**src/core/rsc_pkg.sv**
```systemverilog
package rsc_pkg;
  localparam int unsigned CLK_PERIOD_NS   = 40;
  localparam int unsigned SRESET_DELAY_NS = 10000;
  localparam int unsigned LVQ_TIME_NS     = 120000;
  localparam logic [15:0] SRESET_CYC =
    16'((SRESET_DELAY_NS + CLK_PERIOD_NS - 1) / CLK_PERIOD_NS);
  localparam logic [15:0] LVQ_CYC =
    16'((LVQ_TIME_NS + CLK_PERIOD_NS - 1) / CLK_PERIOD_NS);
  localparam logic [3:0]  RST_HOLD_CYC    = 4'h8;

  localparam logic [7:0]  ADDR_LV_SELECT  = 8'h00;
  localparam logic [7:0]  ADDR_RST_FLAGS  = 8'h04;
  localparam logic [7:0]  ADDR_WDT_CTRL   = 8'h08;
  localparam logic [7:0]  ADDR_STATUS     = 8'h0c;

  localparam logic [7:0]  LVS_ENABLE_17V  = 8'h5a;
  localparam logic [7:0]  LVS_DISABLE     = 8'ha5;
  localparam logic [7:0]  LVS_POR         = 8'h5a;
  localparam logic [4:0]  WEC_DISABLE     = 5'h15;
  localparam logic [4:0]  WEC_ENABLE      = 5'h0a;
  localparam logic [7:0]  WDOG_CTRL_POR   = 8'h57;
  localparam logic [2:0]  FLAGS_POR       = 3'h0;
  localparam logic [1:0]  STATUS_POR      = 2'h0;

  localparam int unsigned FLG_LV          = 2;
  localparam int unsigned FLG_LSC         = 1;
  localparam int unsigned FLG_WSC         = 0;
  localparam int unsigned STS_PWR_DOWN    = 1;
  localparam int unsigned STS_EXPIRY      = 0;

  localparam logic [1:0]  RESP_OKAY       = 2'h0;
  localparam logic [1:0]  RESP_SLVERR     = 2'h2;

  typedef enum logic [1:0] {
    ST_RUN  = 2'b01,
    ST_HOLD = 2'b10
  } rsc_state_t;
endpackage

```
**src/core/rsc_tmr_if.sv**
```systemverilog
`timescale 1ns/1ns
`default_nettype none
interface rsc_tmr_if;
  logic run;
  logic done;
  modport ctl (output run, input done);
  modport tmr (input run, output done);
endinterface
`default_nettype wire

```
**src/core/rsc_delay_timer.sv**
```systemverilog
`timescale 1ns/1ns
`default_nettype none
module rsc_delay_timer
  import rsc_pkg::*;
#(
  parameter logic [15:0] CYCLES = 16'h0001
)
(
  input  wire logic aclk,
  input  wire logic aresetn,
  rsc_tmr_if.tmr    tif
);
  logic [15:0] cnt_r;
  logic [15:0] cnt_nxt;

  // Dropping run restarts the count, so only an unbroken episode expires
  assign cnt_nxt = !tif.run ? 16'h0000 : (cnt_r == CYCLES) ? cnt_r : cnt_r + 16'h0001;
  assign tif.done = tif.run && (cnt_r == CYCLES);

  always_ff @(posedge aclk)
  begin
    if (!aresetn)
      cnt_r <= 16'h0000;
    else
      cnt_r <= cnt_nxt;
  end
endmodule // rsc_delay_timer
`default_nettype wire

```
**src/core/rsc_reset_ctrl.sv**
```systemverilog
// Overview of operation
// Select code 0x5a arms the 1.7V low-voltage reset; 0xa5 disables it.
// Any other select code gives a full reset after the soft reset delay.
// A reset from a bad select code reloads the select register with 0x5a.
// Low supply must persist past the qualify time before a reset is issued.
// A genuine low-voltage reset leaves the select register unchanged.
// Low-voltage cause flag, bit 2, set by hardware, cleared only by writing 0.
// Select-code error flag, bit 1, set on such reset, cleared only by writing 0.
// Flag register bits 7 to 3 always read zero.
// Watchdog expiry in normal run resets the device and sets the expiry flag.
// Expiry in sleep or idle clears only PC and SP, sets both status flags.
// Expiry in sleep or idle keeps every other state unchanged.
// A low-voltage reset leaves expiry and power-down flags unchanged.
// Power-on reset forces PC to zero and disables all interrupts.
// Power-on reset clears watchdog and time base; watchdog runs after release.
// Power-on reset sets all port pins to input and SP to stack top.
// Watchdog-code error flag, bit 0, set on such reset, cleared only by software.
// Watchdog code 10101 disables, 01010 enables, others reset after the delay.
// Low-voltage detection is suppressed in idle or sleep.
// All requests merge into one clocked reset output with fixed cause priority.
// Soft reset delay and qualify time are configurable cycle counts.
//
// The AXI4-Lite interface to the registers and the register addresses are this design's own decisions.
`timescale 1ns/1ns
`default_nettype none
module rsc_reset_ctrl
  import rsc_pkg::*;
#(
  parameter logic [15:0] SRESET_CYCLES = SRESET_CYC,
  parameter logic [15:0] LVQ_CYCLES    = LVQ_CYC
)
(
  input  wire logic        aclk,
  input  wire logic        aresetn,
  input  wire logic [7:0]  s_axi_awaddr,
  input  wire logic        s_axi_awvalid,
  output logic             s_axi_awready,
  input  wire logic [31:0] s_axi_wdata,
  input  wire logic [3:0]  s_axi_wstrb,
  input  wire logic        s_axi_wvalid,
  output logic             s_axi_wready,
  output logic [1:0]       s_axi_bresp,
  output logic             s_axi_bvalid,
  input  wire logic        s_axi_bready,
  input  wire logic [7:0]  s_axi_araddr,
  input  wire logic        s_axi_arvalid,
  output logic             s_axi_arready,
  output logic [31:0]      s_axi_rdata,
  output logic [1:0]       s_axi_rresp,
  output logic             s_axi_rvalid,
  input  wire logic        s_axi_rready,
  input  wire logic        low_supply,
  input  wire logic        sleep_mode,
  input  wire logic        idle_mode,
  input  wire logic        wdt_expire,
  output logic             core_rst_n,
  output logic             por_load,
  output logic             pc_sp_clear,
  output logic             wdt_enable,
  output logic             lvr_armed
);
  rsc_state_t  state_r;
  rsc_state_t  state_nxt;
  logic [3:0]  hold_cnt_r;
  logic        lows_s1_r;
  logic        lows_s2_r;
  logic [7:0]  lv_select_r;
  logic [7:0]  wdt_ctrl_r;
  logic [2:0]  flags_r;
  logic [1:0]  status_r;
  logic        core_rst_n_r;
  logic        por_load_r;
  logic        pc_sp_clear_r;
  logic        wdt_enable_r;
  logic        lvr_armed_r;
  logic        aw_hold_r;
  logic [7:0]  aw_addr_r;
  logic        w_hold_r;
  logic [7:0]  w_data_r;
  logic        w_strb0_r;
  logic        bvalid_r;
  logic [1:0]  bresp_r;
  logic        rvalid_r;
  logic [31:0] rdata_r;
  logic [1:0]  rresp_r;

  rsc_tmr_if lvq_if ();
  rsc_tmr_if lsc_if ();
  rsc_tmr_if wsc_if ();

  // Supply indication is asynchronous to aclk
  always_ff @(posedge aclk)
  begin
    if (!aresetn)
    begin
      lows_s1_r <= 1'b0;
      lows_s2_r <= 1'b0;
    end
    else
    begin
      lows_s1_r <= low_supply;
      lows_s2_r <= lows_s1_r;
    end
  end

  wire       running   = (state_r == ST_RUN);
  wire       halted    = sleep_mode | idle_mode;
  wire       lv_on     = (lv_select_r == LVS_ENABLE_17V);
  wire       lv_bad    = !lv_on && (lv_select_r != LVS_DISABLE);
  wire [4:0] wdt_code  = wdt_ctrl_r[7:3];
  wire       wd_bad    = (wdt_code != WEC_ENABLE) && (wdt_code != WEC_DISABLE);

  assign lvq_if.run = running && lv_on && lows_s2_r && !halted;
  assign lsc_if.run = running && lv_bad;
  assign wsc_if.run = running && wd_bad;

  rsc_delay_timer #(.CYCLES(LVQ_CYCLES)) u_lvq_tmr
  (
    .aclk    (aclk),
    .aresetn (aresetn),
    .tif     (lvq_if.tmr)
  );

  rsc_delay_timer #(.CYCLES(SRESET_CYCLES)) u_lsc_tmr
  (
    .aclk    (aclk),
    .aresetn (aresetn),
    .tif     (lsc_if.tmr)
  );

  rsc_delay_timer #(.CYCLES(SRESET_CYCLES)) u_wsc_tmr
  (
    .aclk    (aclk),
    .aresetn (aresetn),
    .tif     (wsc_if.tmr)
  );

  // Cause priority: low voltage, select code, watchdog code, expiry
  wire go_lvr    = lvq_if.done;
  wire go_lsc    = lsc_if.done && !go_lvr;
  wire go_wsc    = wsc_if.done && !go_lvr && !lsc_if.done;
  wire wto_req   = running && wdt_expire;
  wire go_wto    = wto_req && !halted && !lvq_if.done && !lsc_if.done && !wsc_if.done;
  wire sleep_wto = wto_req && halted && !lsc_if.done && !wsc_if.done;
  wire go        = go_lvr || go_lsc || go_wsc || go_wto;

  always_comb
  begin
    state_nxt = state_r;
    unique case (state_r)
      ST_RUN:  if (go) state_nxt = ST_HOLD;
      ST_HOLD: if (hold_cnt_r == RST_HOLD_CYC - 4'h1) state_nxt = ST_RUN;
    endcase
  end

  // Register bus write path
  wire wr_do     = aw_hold_r && w_hold_r && !bvalid_r;
  wire wr_lvs    = wr_do && w_strb0_r && (aw_addr_r == ADDR_LV_SELECT);
  wire wr_flg    = wr_do && w_strb0_r && (aw_addr_r == ADDR_RST_FLAGS);
  wire wr_wdc    = wr_do && w_strb0_r && (aw_addr_r == ADDR_WDT_CTRL);
  wire wr_sts    = wr_do && w_strb0_r && (aw_addr_r == ADDR_STATUS);
  wire wr_hit    = (aw_addr_r == ADDR_LV_SELECT) || (aw_addr_r == ADDR_RST_FLAGS) ||
                   (aw_addr_r == ADDR_WDT_CTRL) || (aw_addr_r == ADDR_STATUS);

  // Hardware set wins over a software clear in the same cycle
  wire [2:0] flg_clr  = wr_flg ? ~w_data_r[2:0] : 3'h0;
  wire [2:0] flg_set  = {go_lvr, go_lsc, go_wsc};
  wire [2:0] flags_nxt = (flags_r & ~flg_clr) | flg_set;
  wire [1:0] sts_clr  = wr_sts ? ~w_data_r[1:0] : 2'h0;
  wire [1:0] sts_set  = {sleep_wto, sleep_wto || go_wto};
  wire [1:0] status_nxt = (status_r & ~sts_clr) | sts_set;

  // A genuine low-voltage reset must not disturb the select code
  wire [7:0] lv_select_nxt = (go && !go_lvr) ? LVS_POR :
                             wr_lvs ? w_data_r : lv_select_r;
  wire [7:0] wdt_ctrl_nxt  = go ? WDOG_CTRL_POR : wr_wdc ? w_data_r : wdt_ctrl_r;

  always_ff @(posedge aclk)
  begin
    if (!aresetn)
    begin
      state_r       <= ST_RUN;
      hold_cnt_r    <= 4'h0;
      lv_select_r   <= LVS_POR;
      wdt_ctrl_r    <= WDOG_CTRL_POR;
      flags_r       <= FLAGS_POR;
      status_r      <= STATUS_POR;
      core_rst_n_r  <= 1'b0;
      por_load_r    <= 1'b1;
      pc_sp_clear_r <= 1'b0;
      wdt_enable_r  <= 1'b0;
      lvr_armed_r   <= 1'b0;
    end
    else
    begin
      state_r       <= state_nxt;
      hold_cnt_r    <= running ? 4'h0 : hold_cnt_r + 4'h1;
      lv_select_r   <= lv_select_nxt;
      wdt_ctrl_r    <= wdt_ctrl_nxt;
      flags_r       <= flags_nxt;
      status_r      <= status_nxt;
      core_rst_n_r  <= (state_nxt == ST_RUN);
      por_load_r    <= 1'b0;
      pc_sp_clear_r <= sleep_wto;
      wdt_enable_r  <= (wdt_code == WEC_ENABLE) && (state_nxt == ST_RUN);
      lvr_armed_r   <= lv_on && !halted;
    end
  end

  always_ff @(posedge aclk)
  begin
    if (!aresetn)
    begin
      aw_hold_r <= 1'b0;
      aw_addr_r <= 8'h00;
      w_hold_r  <= 1'b0;
      w_data_r  <= 8'h00;
      w_strb0_r <= 1'b0;
      bvalid_r  <= 1'b0;
      bresp_r   <= RESP_OKAY;
    end
    else
    begin
      if (s_axi_awvalid && !aw_hold_r)
      begin
        aw_hold_r <= 1'b1;
        aw_addr_r <= {s_axi_awaddr[7:2], 2'b00};
      end
      else if (wr_do)
        aw_hold_r <= 1'b0;
      if (s_axi_wvalid && !w_hold_r)
      begin
        w_hold_r  <= 1'b1;
        w_data_r  <= s_axi_wdata[7:0];
        w_strb0_r <= s_axi_wstrb[0];
      end
      else if (wr_do)
        w_hold_r <= 1'b0;
      if (wr_do)
      begin
        bvalid_r <= 1'b1;
        bresp_r  <= wr_hit ? RESP_OKAY : RESP_SLVERR;
      end
      else if (s_axi_bready)
        bvalid_r <= 1'b0;
    end
  end

  // Register bus read path
  wire [7:0] rd_addr = {s_axi_araddr[7:2], 2'b00};
  wire       rd_take = s_axi_arvalid && !rvalid_r;
  wire       rd_hit  = (rd_addr == ADDR_LV_SELECT) || (rd_addr == ADDR_RST_FLAGS) ||
                       (rd_addr == ADDR_WDT_CTRL) || (rd_addr == ADDR_STATUS);
  wire [7:0] rd_byte = (rd_addr == ADDR_LV_SELECT) ? lv_select_r :
                       (rd_addr == ADDR_RST_FLAGS) ? {5'h00, flags_r} :
                       (rd_addr == ADDR_WDT_CTRL)  ? wdt_ctrl_r :
                       (rd_addr == ADDR_STATUS)    ? {6'h00, status_r} : 8'h00;

  always_ff @(posedge aclk)
  begin
    if (!aresetn)
    begin
      rvalid_r <= 1'b0;
      rdata_r  <= 32'h0000_0000;
      rresp_r  <= RESP_OKAY;
    end
    else if (rd_take)
    begin
      rvalid_r <= 1'b1;
      rdata_r  <= {24'h00_0000, rd_byte};
      rresp_r  <= rd_hit ? RESP_OKAY : RESP_SLVERR;
    end
    else if (s_axi_rready)
      rvalid_r <= 1'b0;
  end

  assign s_axi_awready = !aw_hold_r;
  assign s_axi_wready  = !w_hold_r;
  assign s_axi_bvalid  = bvalid_r;
  assign s_axi_bresp   = bresp_r;
  assign s_axi_arready = !rvalid_r;
  assign s_axi_rvalid  = rvalid_r;
  assign s_axi_rdata   = rdata_r;
  assign s_axi_rresp   = rresp_r;
  assign core_rst_n    = core_rst_n_r;
  assign por_load      = por_load_r;
  assign pc_sp_clear   = pc_sp_clear_r;
  assign wdt_enable    = wdt_enable_r;
  assign lvr_armed     = lvr_armed_r;

  logic rd_flg_r;
  always_ff @(posedge aclk)
  begin
    if (!aresetn)
      rd_flg_r <= 1'b0;
    else if (rd_take)
      rd_flg_r <= (rd_addr == ADDR_RST_FLAGS);
  end
endmodule // rsc_reset_ctrl
`default_nettype wire

```
**config.mk**
```make
export PLATFORM = sky130hd
export DESIGN_NAME = rsc_reset_ctrl
export DESIGN_NICKNAME = d
export VERILOG_FILES = /design/src/core/rsc_pkg.sv /design/src/core/rsc_tmr_if.sv /design/src/core/rsc_delay_timer.sv /design/src/core/rsc_reset_ctrl.sv
export SDC_FILE = /design/constraint.sdc
export NUM_CORES = 1
export LEC_CHECK = 0
export ABC_CLOCK_PERIOD_IN_PS = 6900
export BUFFER_PORTS_ARGS = -buffer_cell sky130_fd_sc_hd__buf_2
export CAP_MARGIN = 20
export CORE_AREA = 2 2 80 140
export DETAILED_ROUTE_END_ITERATION = 8
export DIE_AREA = 0 0 82 142
export PLACE_DENSITY = 0.67
export SYNTH_ARGS = -nofsm -noshare
export SYNTH_HDL_FRONTEND = slang
export SYNTH_SLANG_ARGS = --single-unit
```
**constraint.sdc**
```tcl
create_clock -name aclk -period 6.9 [get_ports aclk]
set_clock_uncertainty 0.2 [all_clocks]
set_input_delay 0.345 -clock aclk [delete_from_list [all_inputs] [get_ports aclk]]
set_output_delay 0.345 -clock aclk [all_outputs]
set_load 0.01 [all_outputs]
```
==> results.toml <==
[outcome]
status = "finished clean"

[timing]
period_needed_ps = 2720
fmax_ghz = 0.368
slew_violations = 0
max_slew_margin_pct = 52.5
fin_tns_setup_ps = 0
rsz0062_at_grt = "no"
fin_crit_sh_pct = 39.4
finalSetupViolations = 0
timing_hold_violations_final = 0
worst_pin_slew_ps = 707

[global_routing]
grt_max_degree = 40
antenna_found_initial = 0
grt_pass1_vias = 3600
use_met2_pct = 33.2
grt_usage_pct = 18.4
grt_pass1_wl_um = 16700
grt_use_met3_pct = 2.73
overflow = 0
grt-busiest-layer = "met2"
use_met1_pct = 20.2

[cts]
cts_buffers = 9
insertion_delay_ps = 340
clk_pin_slew_ps = 70
root_buffer = "clkbuf_16"
cts.path.max_buffers = 2
clock_sinks = 111
htreeDepth = 3
cts_tree = "done"

[finish]
insertedDiodeCount = 0
nFillCells = 964
fin_util_pct = 52.0
nets = 659
stdcell_count = 724
syn_to_final_growth_pct = 12.4
drive_above_1_share_pct = 13.6

[power]
powerDensity_nw_per_um2 = 232
p_leak_nw = 2.16
p_total_mw = 1.27
vdd_drop_max_v = 0.000151

[min_path]
hold_path.class = "input port to flop"

[routing]
ant_nets = 0
drtIter0Drc = 137
vias = 3755
totalWireLength_um = 9890
remaining_drc_errors = 0
dr.pass1.iters = 4
via_per_inst = 5.19
post_drt_wl_per_cell_um = 13.7

[synthesis]
synthTopCellsByArea = "dfxtp_1, nor2_1, mux2i_1"
ys_seq_area_share_pct = 45.7
yosysWarnings = 0
syn_inst = 541
synth_seq_cells = 111
synth_ff_type = "dfxtp_1"
async_flop_share_pct = 0
yosysTopAreaCell = "dfxtp_1"
synth-edff-count = 0
yosysUniqueCellTypes = 50
synth_top_area_share_pct = 45.7
syn_avg_cell_area_um2 = 8.99
syn_area_um2 = 4860

[placed_design]
dp.cells = 706
place_hpwl_um = 7470
port_buffers = 51
place.gp.congestion = 0.813

[floorplan]
die_h_um = 142
dieArea_um2 = 11600
num_rows = 50
dieWidth_um = 82
initial_utilization_pct = 46.3
io_pins = 109
core_um2 = 10500

[critical_path]
crit_family = "simple AND/OR/NAND/NOR gates"
rr_worst_depth = 8
max_stage_delay_ps = 700
rrSetupSlack_ps = 4180
worstSetupStartpointType = "flop"
crit_cells = 8
r2r-end = "wdt_enable"
worstSetupEndpoint = "wdt_enable"
worstPathCellList = "inv_1 -> ha_1 -> nor4b_1 -> nand4_1 -> or4b_1 -> o31ai_4 -> o31ai_1 -> and3_1"
rr_startpoint = "u_lsc_tmr.cnt_r[0]"
cp.arrival_ps = 2750
worstPathRequired_ps = 6930
critPathCaptureType = "flop"
crit_type = "flop to flop"
worst-path-max-fanout = 8
startpoint = "u_lsc_tmr.cnt_r[0]"
crit_slowest_cell = "or4b_1"
crit_buf_inv = 1

[run]
drv_cap = 0
stage by stage:
| step | setup WS, ps | hold slack (ps) | instance area (µm²) |
|---|---|---|---|
| CTS | 4160 | 28.5 | 5460 |
| detailed placement | 4200 | 231 | 5120 |
| global route | 4040 | 44.5 | 5460 |
| floorplan | 4580 | 212 | 4960 |
| finish | 4180 | 34.4 | 5460 |
| global placement | 4220 | 227 | 5120 |
cells in the mapped netlist, drive strengths merged, types with 3 or more instances:
cell	count
o21a	3
or3	8
nor2	84
and2b	3
a211oi	4
mux2	5
and3	10
o21ai	12
nand4	8
xnor2	14
buf	29
nand3b	5
and2	5
dfxtp	111
ha	7
clkbuf	13
nand2b	3
nor3	9
nand3	25
xor2	25
inv	11
or4b	3
mux2i	23
nand2	53
nor2b	4
a21oi	24
nand4bb	3
nor4bb	5
nor4	7
a22oi	8
layout make-up:
cell class	count	area (µm²)	share of cell area (%)
Timing Repair Buffer	54	283	5.18
Sequential cell	111	2220	40.7
Tap cell	130	163	2.98
Clock buffer	12	267	4.88
Inverter	11	41.3	0.756
Multi-Input combinational cell	402	2440	44.6
Clock inverter	4	52.6	0.962
how the worst min path moves through the flow:
stage | startpoint | endpoint | depth (start not counted)
floorplan | lows_s1_r | lows_s2_r | 1
global placement | hold_cnt_r[0] | hold_cnt_r[0] | 1
detailed placement | lows_s1_r | lows_s2_r | 1
CTS | s_axi_wdata[0] | w_data_r[0] | 3
global route | s_axi_wdata[0] | w_data_r[0] | 3
finish | s_axi_wdata[4] | w_data_r[4] | 3
flip-flops by register name, summed over array words and instances (netlist names), 3 cells and up:
| name | flops |
|---|---|
| aw_addr_r | 6 |
| flags_r | 3 |
| hold_cnt_r | 4 |
| lv_select_r | 8 |
| s_axi_rdata | 8 |
| u_lsc_tmr.cnt_r | 16 |
| u_lvq_tmr.cnt_r | 16 |
| u_wsc_tmr.cnt_r | 16 |
| w_data_r | 8 |
| wdt_ctrl_r | 8 |
per-layer routing:
metal  up-vias  share of wire, %
li1       1893                 -
met1      1757                38
met2        80                55
met3        25               3.2
met4         0               3.1
met5         -                 0
power by group:
group	switching, mW	internal (mW)	leakage, nW	total, mW
Sequential	0.00953	0.654	0.901	0.663
Clock	0.225	0.311	0.147	0.536
Combinational	0.0424	0.0273	1.11	0.0697
Total	0.277	0.992	2.16	1.27
cell families (layout without fill, tap and decap cells):
group	Yosys count	count (layout)	synth area share, %
adder cells (fa/ha/maj)	7	7	1.80
flip-flops	111	111	45.7
multiplexers	30	30	6.82
XOR/XNOR	39	39	7.03
AO/OA/AOI/OAI	57	57	7.51
buffers and inverters	53	81	6.12
other	1	26	0.0771
AND/OR/NAND/NOR	243	243	24.9
worst min-delay path, cell delays in order:
cell and delay [ps]:
buf_2 90, nand2_1 50, a21oi_1 50
timing repair:
item | 4_1_cts | 5_1_grt
hold buffers | 2 | 0
endpoints found under the hold margin | 2 | 0
gates resized for setup | 0 | 0
buffers inserted | 0 | 0
layout by cell type, fill, tap and decap left out, drive strengths merged, types with 3 or more instances in the layout:
cell type  instances
a21oi             24
nor3               9
and3              10
or3                8
buf               52
nand4              8
nand3b             5
and2b              3
nor4bb             5
nand2b             3
or4b               3
nand2             53
and2               5
xor2              25
ha                 7
xnor2             14
a211oi             4
conb              26
clkbuf            12
nor4               7
dfxtp            111
inv               11
nor2              84
clkinvlp           3
nand3             25
nor2b              4
o21ai             12
o21a               3
mux2i             23
mux2               5
nand4bb            3
a22oi              8
(Power assumes the default switching activity.)
